===== config.mk =====
export PLATFORM = sky130hd
export DESIGN_NAME = keypad_pin_interrupt
export DESIGN_NICKNAME = d
export VERILOG_FILES = /design/src/keypad_pkg.sv /design/src/keypad_pin_interrupt.sv /design/src/keypad_pin_sampler.sv
export VERILOG_INCLUDE_DIRS = /design/src /design/src/src
export SDC_FILE = /design/constraint.sdc
export NUM_CORES = 1
export LEC_CHECK = 0
export CORE_UTILIZATION = 29
export CTS_BUF_LIST = sky130_fd_sc_hd__clkbuf_4
export CTS_CLUSTER_DIAMETER = 120
export DETAILED_ROUTE_END_ITERATION = 10
export DONT_BUFFER_PORTS = 1
export HOLD_SLACK_MARGIN = 0.03
export SLEW_MARGIN = 20
export SYNTH_ARGS = -nofsm -noshare
export SYNTH_HDL_FRONTEND = slang
export SYNTH_SLANG_ARGS = --single-unit

===== constraint.sdc =====
create_clock -name clk -period 1.55 [get_ports clk]
set_input_delay 0.155 -clock clk [delete_from_list [all_inputs] [get_ports clk]]
set_output_delay 0.155 -clock clk [all_outputs]
set_load 0.01 [all_outputs]

===== src/keypad_map.svh =====
`ifndef KEYPAD_MAP_SVH
`define KEYPAD_MAP_SVH

// register offsets on the plain register port
`define KEYPAD_STATUS_CONTROL_OFFSET 2'h0
`define KEYPAD_PIN_ENABLE_OFFSET 2'h1
`define KEYPAD_POLARITY_SELECT_OFFSET 2'h2

// status and control field positions
`define DETECT_MODE_SELECT_BIT 0
`define INTERRUPT_REQUEST_ENABLE_BIT 1
`define FLAG_ACKNOWLEDGE_BIT 2
`define KEYPAD_EVENT_FLAG_BIT 3

// reset values
`define KEYPAD_REG_RESET 8'h00

`endif


===== src/keypad_pkg.sv =====
package keypad_pkg;
  typedef logic [7:0] keypad_byte_t;
  typedef logic [1:0] keypad_addr_t;
  typedef enum logic
  {
    mode_edge_only = 1'b0,
    mode_edge_level = 1'b1
  } detect_mode_t;
endpackage : keypad_pkg


===== src/keypad_pin_interrupt.sv =====
`timescale 1ns/1ps
`include "keypad_map.svh"

module keypad_pin_interrupt
(
  // clock and reset
  input wire logic clk,
  input wire logic nrst,
  // register port
  input wire keypad_pkg::keypad_addr_t reg_addr,
  input wire keypad_pkg::keypad_byte_t reg_wdata,
  input wire logic reg_write,
  input wire logic reg_read,
  output keypad_pkg::keypad_byte_t reg_rdata,
  // keypad pins
  input wire keypad_pkg::keypad_byte_t keypad_input_pin,
  // pull resistor type per pin, one selects pull-down
  output keypad_pkg::keypad_byte_t pull_down_select,
  // interrupt request to the cpu
  output logic interrupt_request
);
  import keypad_pkg::*;

  keypad_byte_t keypad_pin_enable;
  keypad_byte_t keypad_polarity_select;
  logic interrupt_request_enable;
  detect_mode_t detect_mode_select;
  logic keypad_event_flag;
  keypad_byte_t pin_sync;
  keypad_byte_t asserted_now;
  keypad_byte_t asserted_prev;
  logic edge_armed;
  logic next_event_flag;
  logic next_edge_armed;

  // true when every enabled input sits at its deasserted level
  function automatic logic all_idle(input keypad_byte_t asserted, input keypad_byte_t enable);
    all_idle = ((asserted & enable) == 8'h00);
  endfunction : all_idle

  keypad_pin_sampler u_sampler
  (
    .clk(clk),
    .nrst(nrst),
    .keypad_input_pin(keypad_input_pin),
    .pin_sync(pin_sync)
  );

  // address decode
  wire wr_sc = reg_write && (reg_addr == `KEYPAD_STATUS_CONTROL_OFFSET);
  wire wr_pe = reg_write && (reg_addr == `KEYPAD_PIN_ENABLE_OFFSET);
  wire wr_ps = reg_write && (reg_addr == `KEYPAD_POLARITY_SELECT_OFFSET);
  wire ack_write = wr_sc && reg_wdata[`FLAG_ACKNOWLEDGE_BIT];

  // asserted level per pin after polarity; masked by pin enable
  assign asserted_now = (pin_sync ~^ keypad_polarity_select) & keypad_pin_enable;
  wire [7:0] edge_hit = asserted_now & ~asserted_prev;
  wire idle_now = all_idle(asserted_now, keypad_pin_enable);
  wire edge_found = edge_armed && (edge_hit != 8'h00);
  wire level_found = (detect_mode_select == mode_edge_level) && !idle_now;

  // flag: set beats clear; level mode holds while any input asserted
  always_comb
  begin
    next_event_flag = keypad_event_flag;
    if (ack_write)
      next_event_flag = 1'b0;
    if (edge_found || level_found)
      next_event_flag = 1'b1;
  end

  // edges rearm only once all enabled inputs return idle
  always_comb
  begin
    next_edge_armed = edge_armed;
    if (edge_found)
      next_edge_armed = 1'b0;
    else if (idle_now)
      next_edge_armed = 1'b1;
  end

  // per-cycle sampling history, edge arm and event flag
  always_ff @(posedge clk or negedge nrst)
  begin
    if (!nrst)
    begin
      asserted_prev <= 8'hFF;
      edge_armed <= 1'b0;
      keypad_event_flag <= 1'b0;
    end
    else
    begin
      asserted_prev <= asserted_now;
      edge_armed <= next_edge_armed;
      keypad_event_flag <= next_event_flag;
    end
  end

  // software registers
  always_ff @(posedge clk or negedge nrst)
  begin
    if (!nrst)
    begin
      keypad_pin_enable <= `KEYPAD_REG_RESET;
      keypad_polarity_select <= `KEYPAD_REG_RESET;
      interrupt_request_enable <= 1'b0;
      detect_mode_select <= mode_edge_only;
    end
    else
    begin
      if (wr_pe)
        keypad_pin_enable <= reg_wdata;
      if (wr_ps)
        keypad_polarity_select <= reg_wdata;
      if (wr_sc)
      begin
        interrupt_request_enable <= reg_wdata[`INTERRUPT_REQUEST_ENABLE_BIT];
        detect_mode_select <= detect_mode_t'(reg_wdata[`DETECT_MODE_SELECT_BIT]);
      end
    end
  end

  // read mux; acknowledge and upper bits read zero
  wire [7:0] sc_view = {4'h0, keypad_event_flag, 1'b0, interrupt_request_enable,
    detect_mode_select};
  wire [7:0] rd_mux = (reg_addr == `KEYPAD_STATUS_CONTROL_OFFSET) ? sc_view :
    (reg_addr == `KEYPAD_PIN_ENABLE_OFFSET) ? keypad_pin_enable :
    (reg_addr == `KEYPAD_POLARITY_SELECT_OFFSET) ? keypad_polarity_select : 8'h00;

  // read data registered, valid the cycle after the strobe only
  always_ff @(posedge clk or negedge nrst)
  begin
    if (!nrst)
      reg_rdata <= 8'h00;
    else if (reg_read)
      reg_rdata <= rd_mux;
    else
      reg_rdata <= 8'h00;
  end

  // request gated by enable; resistor type follows polarity
  always_ff @(posedge clk or negedge nrst)
  begin
    if (!nrst)
    begin
      interrupt_request <= 1'b0;
      pull_down_select <= 8'h00;
    end
    else
    begin
      interrupt_request <= next_event_flag && interrupt_request_enable;
      pull_down_select <= keypad_polarity_select;
    end
  end
endmodule : keypad_pin_interrupt


===== src/keypad_pin_sampler.sv =====
`timescale 1ns/1ps
// two-stage synchroniser for the keypad input pins
module keypad_pin_sampler
(
  // clock and reset
  input wire logic clk,
  input wire logic nrst,
  // pins in, synchronised out
  input wire keypad_pkg::keypad_byte_t keypad_input_pin,
  output keypad_pkg::keypad_byte_t pin_sync
);
  import keypad_pkg::*;

  keypad_byte_t pin_meta;

  // first stage feeds only the second
  always_ff @(posedge clk or negedge nrst)
  begin
    if (!nrst)
    begin
      pin_meta <= 8'h00;
      pin_sync <= 8'h00;
    end
    else
    begin
      pin_meta <= keypad_input_pin;
      pin_sync <= pin_meta;
    end
  end
endmodule : keypad_pin_sampler


## After elaboration in Yosys (flattened, before gate mapping)

Cells that the tools add are included.

- Equal/unequal tests: 2
- Mux-type cells: 8
- Bitwise logic cells: 5
- Reduce and logical (&&, ||, !) cells: 13

Operators with widths:

| cell | number |
|---|---|
| 2-to-1 mux 8 bit | 4 |
| AND 8 bit | 3 |
| zero test 8 bit | 1 |
| inverter 8 bit | 1 |
| nonzero test 8 bit | 1 |
| bitwise XNOR 8 bit | 1 |
| logical AND 1 bit | 7 |
| 2-to-1 mux 1 bit | 4 |
| == test 2 x 1 -> 1 bit, second input constant | 1 |
| == test 2 bit, second input constant | 1 |
| zero test 2 bit | 1 |
| nonzero test 2 bit | 1 |
| zero test 1 bit | 1 |
| logical OR 1 bit | 1 |

- Register bits after elaboration: 61
- Input port bits: 22
- Word-level logic and storage cells: 40

## Depth between registers and ports, before layout

Gate-level depths: netlist of the first run.

- Depth after elaboration: 9
- Mapped depth: 6
- Gate-level depth less buffers: 4

## By module

From an unflattened synthesis of the first run, not the netlist that was laid out.

- Cells, all modules: 150
- Area, all modules: 2222.1 sq um

Modules (own cells, without submodules):

| module | instances | cells each | area an instance (sq um) | sequential area each (sq um) |
|---|---|---|---|---|
| keypad_pin_interrupt | 1 | 134 | 1821.7 | 1136.1 |
| keypad_pin_sampler | 1 | 16 | 400.4 | 400.4 |

## Worst setup path before layout of the first run

No wires, ideal clock.

- Path type: reg-to-reg
- Start point: reg keypad_polarity_select[3]
- End point: reg keypad_event_flag
- Setup time: 131 ps
- Arrival: 1565 ps
- Path slack: -147 ps
- Cell stages (with the launch flop): 5
- Path through: dfrtp_1 > xnor2_1 > a32o_1 > o41a_1 > or3_1

- Cells in the longest elaborated chain, start to end: 8

Ends and longest elaborated chain:

| element | RTL line | source |
|---|---|---|
| from (decl) | keypad_pin_interrupt.sv:25 | `keypad_byte_t keypad_polarity_select;` |
| from (signal assigned) | keypad_pin_interrupt.sv:105 | `` keypad_polarity_select <= `KEYPAD_REG_RESET; `` |
| from (signal assigned) | keypad_pin_interrupt.sv:114 | `keypad_polarity_select <= reg_wdata;` |
| bitwise XNOR 8 bit * | keypad_pin_interrupt.sv:56 | `assign asserted_now = (pin_sync ~^ keypad_polarity_select) & keypad_pin_enable;` |
| AND 8 bit * | keypad_pin_interrupt.sv:56 |  |
| AND 8 bit | keypad_pin_interrupt.sv:38 | `all_idle = ((asserted & enable) == 8'h00);` |
| zero test 8 bit | keypad_pin_interrupt.sv:38 |  |
| zero test 1 bit | keypad_pin_interrupt.sv:60 | `wire level_found = (detect_mode_select == mode_edge_level) && !idle_now;` |
| logical AND 1 bit | keypad_pin_interrupt.sv:60 |  |
| logical OR 1 bit * | keypad_pin_interrupt.sv:68 | `if (edge_found \|\| level_found)` |
| 2-to-1 mux 1 bit * | keypad_pin_interrupt.sv:68 |  |
| via next_event_flag | keypad_pin_interrupt.sv:33 | `logic next_event_flag;` |
| to (signal assigned) | keypad_pin_interrupt.sv:95 | `keypad_event_flag <= next_event_flag;` |
| to (decl) | keypad_pin_interrupt.sv:28 | `logic keypad_event_flag;` |

The timed path passes the listed nets; every way through them passes the cells marked *.
A chain may end at the register's enable or synchronous reset.

## Worst setup path in the final report of the first run

- Start point: reg keypad_polarity_select[1]
- End point: reg keypad_event_flag

Same word-level chain as after synthesis.

==> results of run 1 <==
## repair_timing
item,4_1_cts,5_1_grt
hold buffers,20,1
hold endpoints to repair,95,1
gates resized for setup,0,1
setup endpoints to repair,3,3
## routing by layer
metal	GRT usage, %	routed length, um	vias up
li1	-	-	633
met5	0	0	-
met3	7.66	277	5
met1	15.6	1940	675
met2	21.1	2220	38
met4	3.90	53	0
## cell families (layout without fill, tap and decap cells)
group | count (synthesis) | in the layout | share of synthesized area [%]
flip-flops | 61 | 61 | 69.1
buffers and inverters | 7 | 63 | 1.18
multiplexers | 21 | 21 | 10.4
XOR/XNOR | 8 | 8 | 3.15
AND/OR/NAND/NOR | 32 | 32 | 8.67
AO/OA/AOI/OAI | 21 | 21 | 7.43
## per-stage QoR
step	cell area, um^2	hold slack [ns]	util (%)	cells	worst slack (ns)
floorplan	2240	-0.141	-	150	-0.0806
global placement	2520	-0.138	34.4	269	-0.0811
detailed placement	2520	-0.139	34.4	269	-0.120
CTS	2840	0.0357	38.7	304	-0.113
global route	2860	0.0342	39.0	305	-0.126
finish	2860	0.0719	39.0	305	-0.110
## worst max-delay path, delay by kind of cell (launching register included)
kind / cells / cell delay [ns]
DFF: 1 / 0.41
and+or+nand+nor: 1 / 0.31
xor gates and xnor gates: 1 / 0.14
AOI/OAI and AO/OA: 2 / 0.69
## Yosys cell counts, types with 2 or more instances
master and number:
mux2_2 17, nor2b_1 11, dfrtp_1 53, clkbuf_1 2, and2_1 10, dfstp_2 8
inv_1 5, xnor2_1 8, o21ai_0 4, mux2i_1 4, a32o_1 4, a22oi_1 9
nand2_1 5
## where the power goes
part | internal [mW] | switching (mW)
Clock | 0.366 | 0.513
Sequential | 1.85 | 0.156
Combinational | 0.426 | 0.306
Total | 2.64 | 0.976
## registers in the layout (all words and copies together) (netlist names)
name                      flops
interrupt_request             1
keypad_polarity_select        8
detect_mode_select            1
pull_down_select              8
edge_armed                    1
keypad_pin_enable             8
reg_rdata                     8
keypad_event_flag             1
interrupt_request_enable      1
u_sampler.pin_meta            8
u_sampler.pin_sync            8
asserted_prev                 8
## area by class of cell
cell class	count	share of cell area, %
tap	99	4.33
multi-input combinational	82	23.9
timing repair buffer	43	13.7
clock buffer	12	3.15
inverter	5	0.657
sequential	61	53.8
clock inverter	3	0.482
## placed cells by master (no fill, tap or decap), drive strengths merged, types with 5 or more instances in the layout
cell,count
a22oi,9
and2,11
buf,23
clkbuf,12
dfrtp,53
dfstp,8
dlygate4sd3,20
inv,5
mux2,17
nand2,5
nor2b,11
xnor2,8
## worst min-delay path by stage
| stage | startpoint | endpoint | slack, ns | cells after the start |
|---|---|---|---|---|
| after global placement | nrst | pull_down_select[5] | -0.14 | 0 |
| after floorplan | nrst | detect_mode_select | -0.14 | 0 |
| after detailed placement | nrst | reg_rdata[2] | -0.14 | 0 |
| after CTS | reg_addr[1] | reg_rdata[1] | 0.04 | 2 |
| after global routing | reg_addr[0] | reg_rdata[3] | 0.03 | 3 |
| final | reg_addr[0] | reg_rdata[3] | 0.07 | 3 |
==> impl_metrics.py, run 1 <==
metrics = {
    "run_status": {
        "status": "complete, but fails checks",
        "violations": "setup timing",
    },
    "global_route": {
        "global_route_wire_length_before_repair_um": 7310,
        "number_of_antenna_violations_at_the_first_check_in_global_routing": 0,
        "grt_remaining_overflow": 0,
        "grt_pass1_vias": 1421,
        "grt_max_degree": 62,
        "groute.usage.overall_pct": 13.4,
    },
    "synth": {
        "synth.lib_cells_used.distinct": 23,
        "synth-seq-area-share_pct": 69.1,
        "primary_ff_master_synth": "dfrtp_1",
        "synth_edf_count": 0,
        "synthCells": 150,
        "yosysWarningCount": 0,
        "netlist.top_cell.by_area": "dfrtp_1",
        "synthesis.area_per_instance_um2": 14.8,
        "ys_ff_latch": 61,
        "synth.cell_area_um2": 2220,
        "synth_area_leaders": "dfrtp_1, dfstp_2, mux2_2, xnor2_1, nor2b_1",
        "async_flop_share_pct": 100,
        "post_synth_top_area_share_pct": 59.7,
        "synth.net_count": 172,
    },
    "power": {
        "finalPower_mw": 3.62,
        "power.ir.vdd_worst_mv": 0.558,
        "p_per_area_nw_per_um2": 1270,
        "power.static_leakage_nw": 1.24,
    },
    "cts": {
        "cts_num_sinks": 61,
        "cts.path.max_buffers": 2,
        "cts-root-buf": "clkbuf_4",
        "tritoncts": "done",
        "cts_made_buffers": 9,
        "cts-htree-levels": 3,
        "worst_skew_pair.late_latency_ns": 0.39,
        "clkSlewWorstSetupHoldPaths_ns": 0.09,
        "cts_setup_buffers": 0,
    },
    "sta": {
        "period_utilisation_layout_pct": 107,
        "maxSlewViolCount": 0,
        "setup-tns-final_ns": -0.257,
        "tightestPinTransition_ns": 0.530,
        "rsz0062_at_grt": "true",
        "final.setup_skew_ns": 0.0138,
        "setup_viol": 3,
        "final_period_minus_worst_setup_slack_ns": 1.66,
        "slew_headroom_pct": 64.6,
        "final.setup.worst_slack_ns": -0.110,
        "highest_achievable_clock_rate_ghz": 0.602,
        "hold_viol": 0,
    },
    "route": {
        "drc": 0,
        "num_vias": 1351,
        "number_of_design_rule_violations_left_by_the_first_detailed_router_iteration": 86,
        "drt_pre_antenna_iters": 4,
        "totalWireLength_um": 4490,
        "drt-wirelength-per-cell_um": 14.7,
        "antenna_violating_nets_post_route": 0,
        "vias_per_cell": 4.43,
    },
    "cells_and_area": {
        "fin_nets": 224,
        "regArea_um2": 1540,
        "layout.filler_cells": 713,
        "layout-drive-gt1-share_pct": 32.5,
        "antennaDiodeCount": 0,
        "area_growth_syn_to_layout_pct": 28.6,
        "multi_input_comb_area_um2": 682,
    },
    "critical_path": {
        "critical_path.startpoint": "keypad_polarity_select[1]",
        "cp-endpoint": "keypad_event_flag",
        "max_stage_delay_on_crit_path_ns": 0.43,
        "cp_data_required_time_ns": 1.83,
        "reg2regPathDepth": 4,
        "setup.reg_to_reg.worst_slack_ns": -0.11,
        "critical_path.reg2reg.startpoint": "keypad_polarity_select[1]",
        "crit_path_max_fanout": 2,
        "timing.setup.critical_path_class": "reg2reg",
        "worst_r2r_endpoint": "keypad_event_flag",
        "cp-end-kind": "register",
        "crit_path_cell_trace": "xnor2_2 -> a32o_1 -> o41a_1 -> or3_1",
        "startpoint_type": "register",
        "worst_path_cell_with_the_longest_stage_delay": "o41a_1",
        "crit_arrival_ns": 1.94,
    },
    "die": {
        "core_um2": 7330,
        "die_width_um": 89.5,
        "die-area_um2": 8020,
        "initial_utilization_pct": 30.3,
        "chipHeight_um": 89.5,
        "io_pins": 39,
        "fp-row-count": 31,
    },
    "placement": {
        "placement.io_buffers": 0,
        "place.gp.congestion": 0.794,
        "place_hpwl_um": 3040,
    },
    "run": {
        "maxCapViolations": 0,
    },
    "hold_path": {
        "min-delay-path-class": "in2reg",
    },
}
(Power assumes the default switching activity.)
==> run 2: changes to the inputs <==
CORE_MARGIN = 2   (was unset)
==> impl_metrics.py, run 2 (synthesized netlist as in run 1, its figures left out) <==
metrics = {
    "global_route": {
        "number_of_antenna_violations_at_the_first_check_in_global_routing": 0,
        "grt_max_degree": 62,
        "global_route_wire_length_before_repair_um": 7500,
        "grt_pass1_vias": 1436,
        "grt_remaining_overflow": 0,
        "groute.usage.overall_pct": 12.0,
    },
    "cells_and_area": {
        "layout-drive-gt1-share_pct": 32.9,
        "multi_input_comb_area_um2": 677,
        "mostFrequentLayoutCell": "dfrtp_1",
        "antennaDiodeCount": 0,
        "stdcell_count": 306,
        "fin_util_pct": 38.9,
        "postLayoutCellArea_um2": 2850,
        "layout.filler_cells": 700,
        "mostFrequentLayoutCells": "dfrtp_1, buf_4, dlygate4sd3_1",
        "fin_nets": 224,
        "regArea_um2": 1540,
        "area_growth_syn_to_layout_pct": 28.4,
    },
    "critical_path": {
        "critical_path.reg2reg.startpoint": "keypad_polarity_select[7]",
        "startpoint_type": "register",
        "crit_arrival_ns": 1.96,
        "crit_family": "compound AO/OA/AOI/OAI gates",
        "worst_r2r_endpoint": "keypad_event_flag",
        "cp_data_required_time_ns": 1.84,
        "cp_num_buf_inv": 0,
        "cp-end-kind": "register",
        "setup.reg_to_reg.worst_slack_ns": -0.12,
        "crit_path_max_fanout": 2,
        "worst_path_cell_with_the_longest_stage_delay": "o41a_1",
        "timing.setup.critical_path_class": "reg2reg",
        "max_stage_delay_on_crit_path_ns": 0.42,
        "critical_path.startpoint": "keypad_polarity_select[7]",
        "crit_path_cell_trace": "xnor2_1 -> a32o_2 -> o41a_1 -> or3_1",
        "reg2regPathDepth": 4,
    },
    "power": {
        "power.static_leakage_nw": 1.24,
        "power.ir.vdd_worst_mv": 0.538,
        "p_per_area_nw_per_um2": 1280,
    },
    "cts": {
        "cts-htree-levels": 3,
        "worst_skew_pair.late_latency_ns": 0.40,
        "clkSlewWorstSetupHoldPaths_ns": 0.10,
        "tritoncts": "done",
        "cts-root-buf": "clkbuf_4",
        "cts_made_buffers": 9,
        "cts_num_sinks": 61,
        "cts.path.max_buffers": 2,
    },
    "placement": {
        "place_hpwl_um": 3030,
        "post_dp_cell_area_um2": 2520,
        "place.gp.congestion": 0.762,
        "place_ws_ns": -0.124,
        "placed_cells": 269,
        "placement.io_buffers": 0,
    },
    "route": {
        "vias_per_cell": 4.39,
        "antenna_violating_nets_post_route": 0,
        "num_vias": 1344,
        "drc": 0,
        "drt-wirelength-per-cell_um": 15.0,
        "number_of_design_rule_violations_left_by_the_first_detailed_router_iteration": 43,
        "drt_pre_antenna_iters": 4,
        "totalWireLength_um": 4580,
    },
    "sta": {
        "final.setup_skew_ns": 0.0128,
        "final_period_minus_worst_setup_slack_ns": 1.67,
        "hold_viol": 0,
        "setup_viol": 2,
        "setup-tns-final_ns": -0.215,
        "maxSlewViolCount": 0,
        "highest_achievable_clock_rate_ghz": 0.598,
        "slew_headroom_pct": 64.3,
        "period_utilisation_layout_pct": 108,
        "final.setup.worst_slack_ns": -0.123,
        "rsz0062_at_grt": "true",
        "tightestPinTransition_ns": 0.534,
    },
    "run_status": {
        "status": "complete, but fails checks",
        "violations": "setup timing",
    },
    "die": {
        "core_um2": 7330,
        "chipHeight_um": 91.5,
        "initial_utilization_pct": 30.3,
        "die_width_um": 91.5,
        "fp-row-count": 31,
        "io_pins": 39,
        "die-area_um2": 8380,
    },
    "hold_path": {
        "hold_depth": 2,
        "timing.hold.worst_endpoint": "reg_rdata[1]",
        "min-delay-path-class": "in2reg",
        "hp-start": "reg_addr[1]",
    },
    "run": {
        "maxCapViolations": 0,
    },
}
-- run 2: cell types whose count changed in the layout (fill, tap and decap cells not counted), sizes merged --
| cell | delta |
|---|---|
| buf | +1 |
| clkinv | +1 |
| dlygate4sd3 | -1 |
-- run 2: cell type report --
cell class                      instances  area share (%)
Tap cell                               99            4.34
Clock inverter                          4           0.570
Clock buffer                           12            3.16
Multi-Input combinational cell         82            23.7
Sequential cell                        61            53.9
Inverter                                5           0.658
Timing Repair Buffer                   43            13.7
-- run 2: timing repair --
item,CTS,global route
gates resized for setup,1,2
pin swaps,1,1
setup buffers,1,0
hold buffers,20,0
hold endpoints to repair,95,0
setup endpoints to repair,3,4
-- run 2: stage by stage --
stage          total power, mW  hold slack, ns
3_3_place_gp              2.67          -0.139
4_1_cts                   3.68          0.0331
3_5_place_dp              2.68          -0.139
5_1_grt                   3.86          0.0436
2_1_floorplan             2.40          -0.141
6_report                  3.64          0.0595
-- run 2: worst max path at each step --
| stage | slack, ns | cells past startpoint | to |
|---|---|---|---|
| final | -0.12 | 4 | keypad_event_flag |
| after global placement | -0.08 | 4 | keypad_event_flag |
| after global routing | -0.17 | 4 | keypad_event_flag |
| after detailed placement | -0.12 | 4 | keypad_event_flag |
| after CTS | -0.11 | 4 | keypad_event_flag |
| after floorplan | -0.08 | 4 | keypad_event_flag |
-- run 2: metal layers --
metal / track usage (%) / part of all wire, % / vias to the layer above
met1: 14.9 / 46 / 657
li1: - / - / 636
met3: 6.06 / 6.8 / 6
met5: 0 / 0 / -
met4: 3.41 / 1.4 / 0
met2: 18.4 / 46 / 45
-- run 2: worst register-to-register path: stages, from the launching register on --
cell     delay [ns]
dfrtp_1        0.39
xnor2_1        0.15
a32o_2         0.29
o41a_1         0.42
or3_1          0.32
-- run 2: where the power goes --
group,leakage (nW),switching (mW),internal (mW)
logic,0.458,0.312,0.434
clock network,0.0638,0.524,0.367
registers,0.720,0.153,1.85
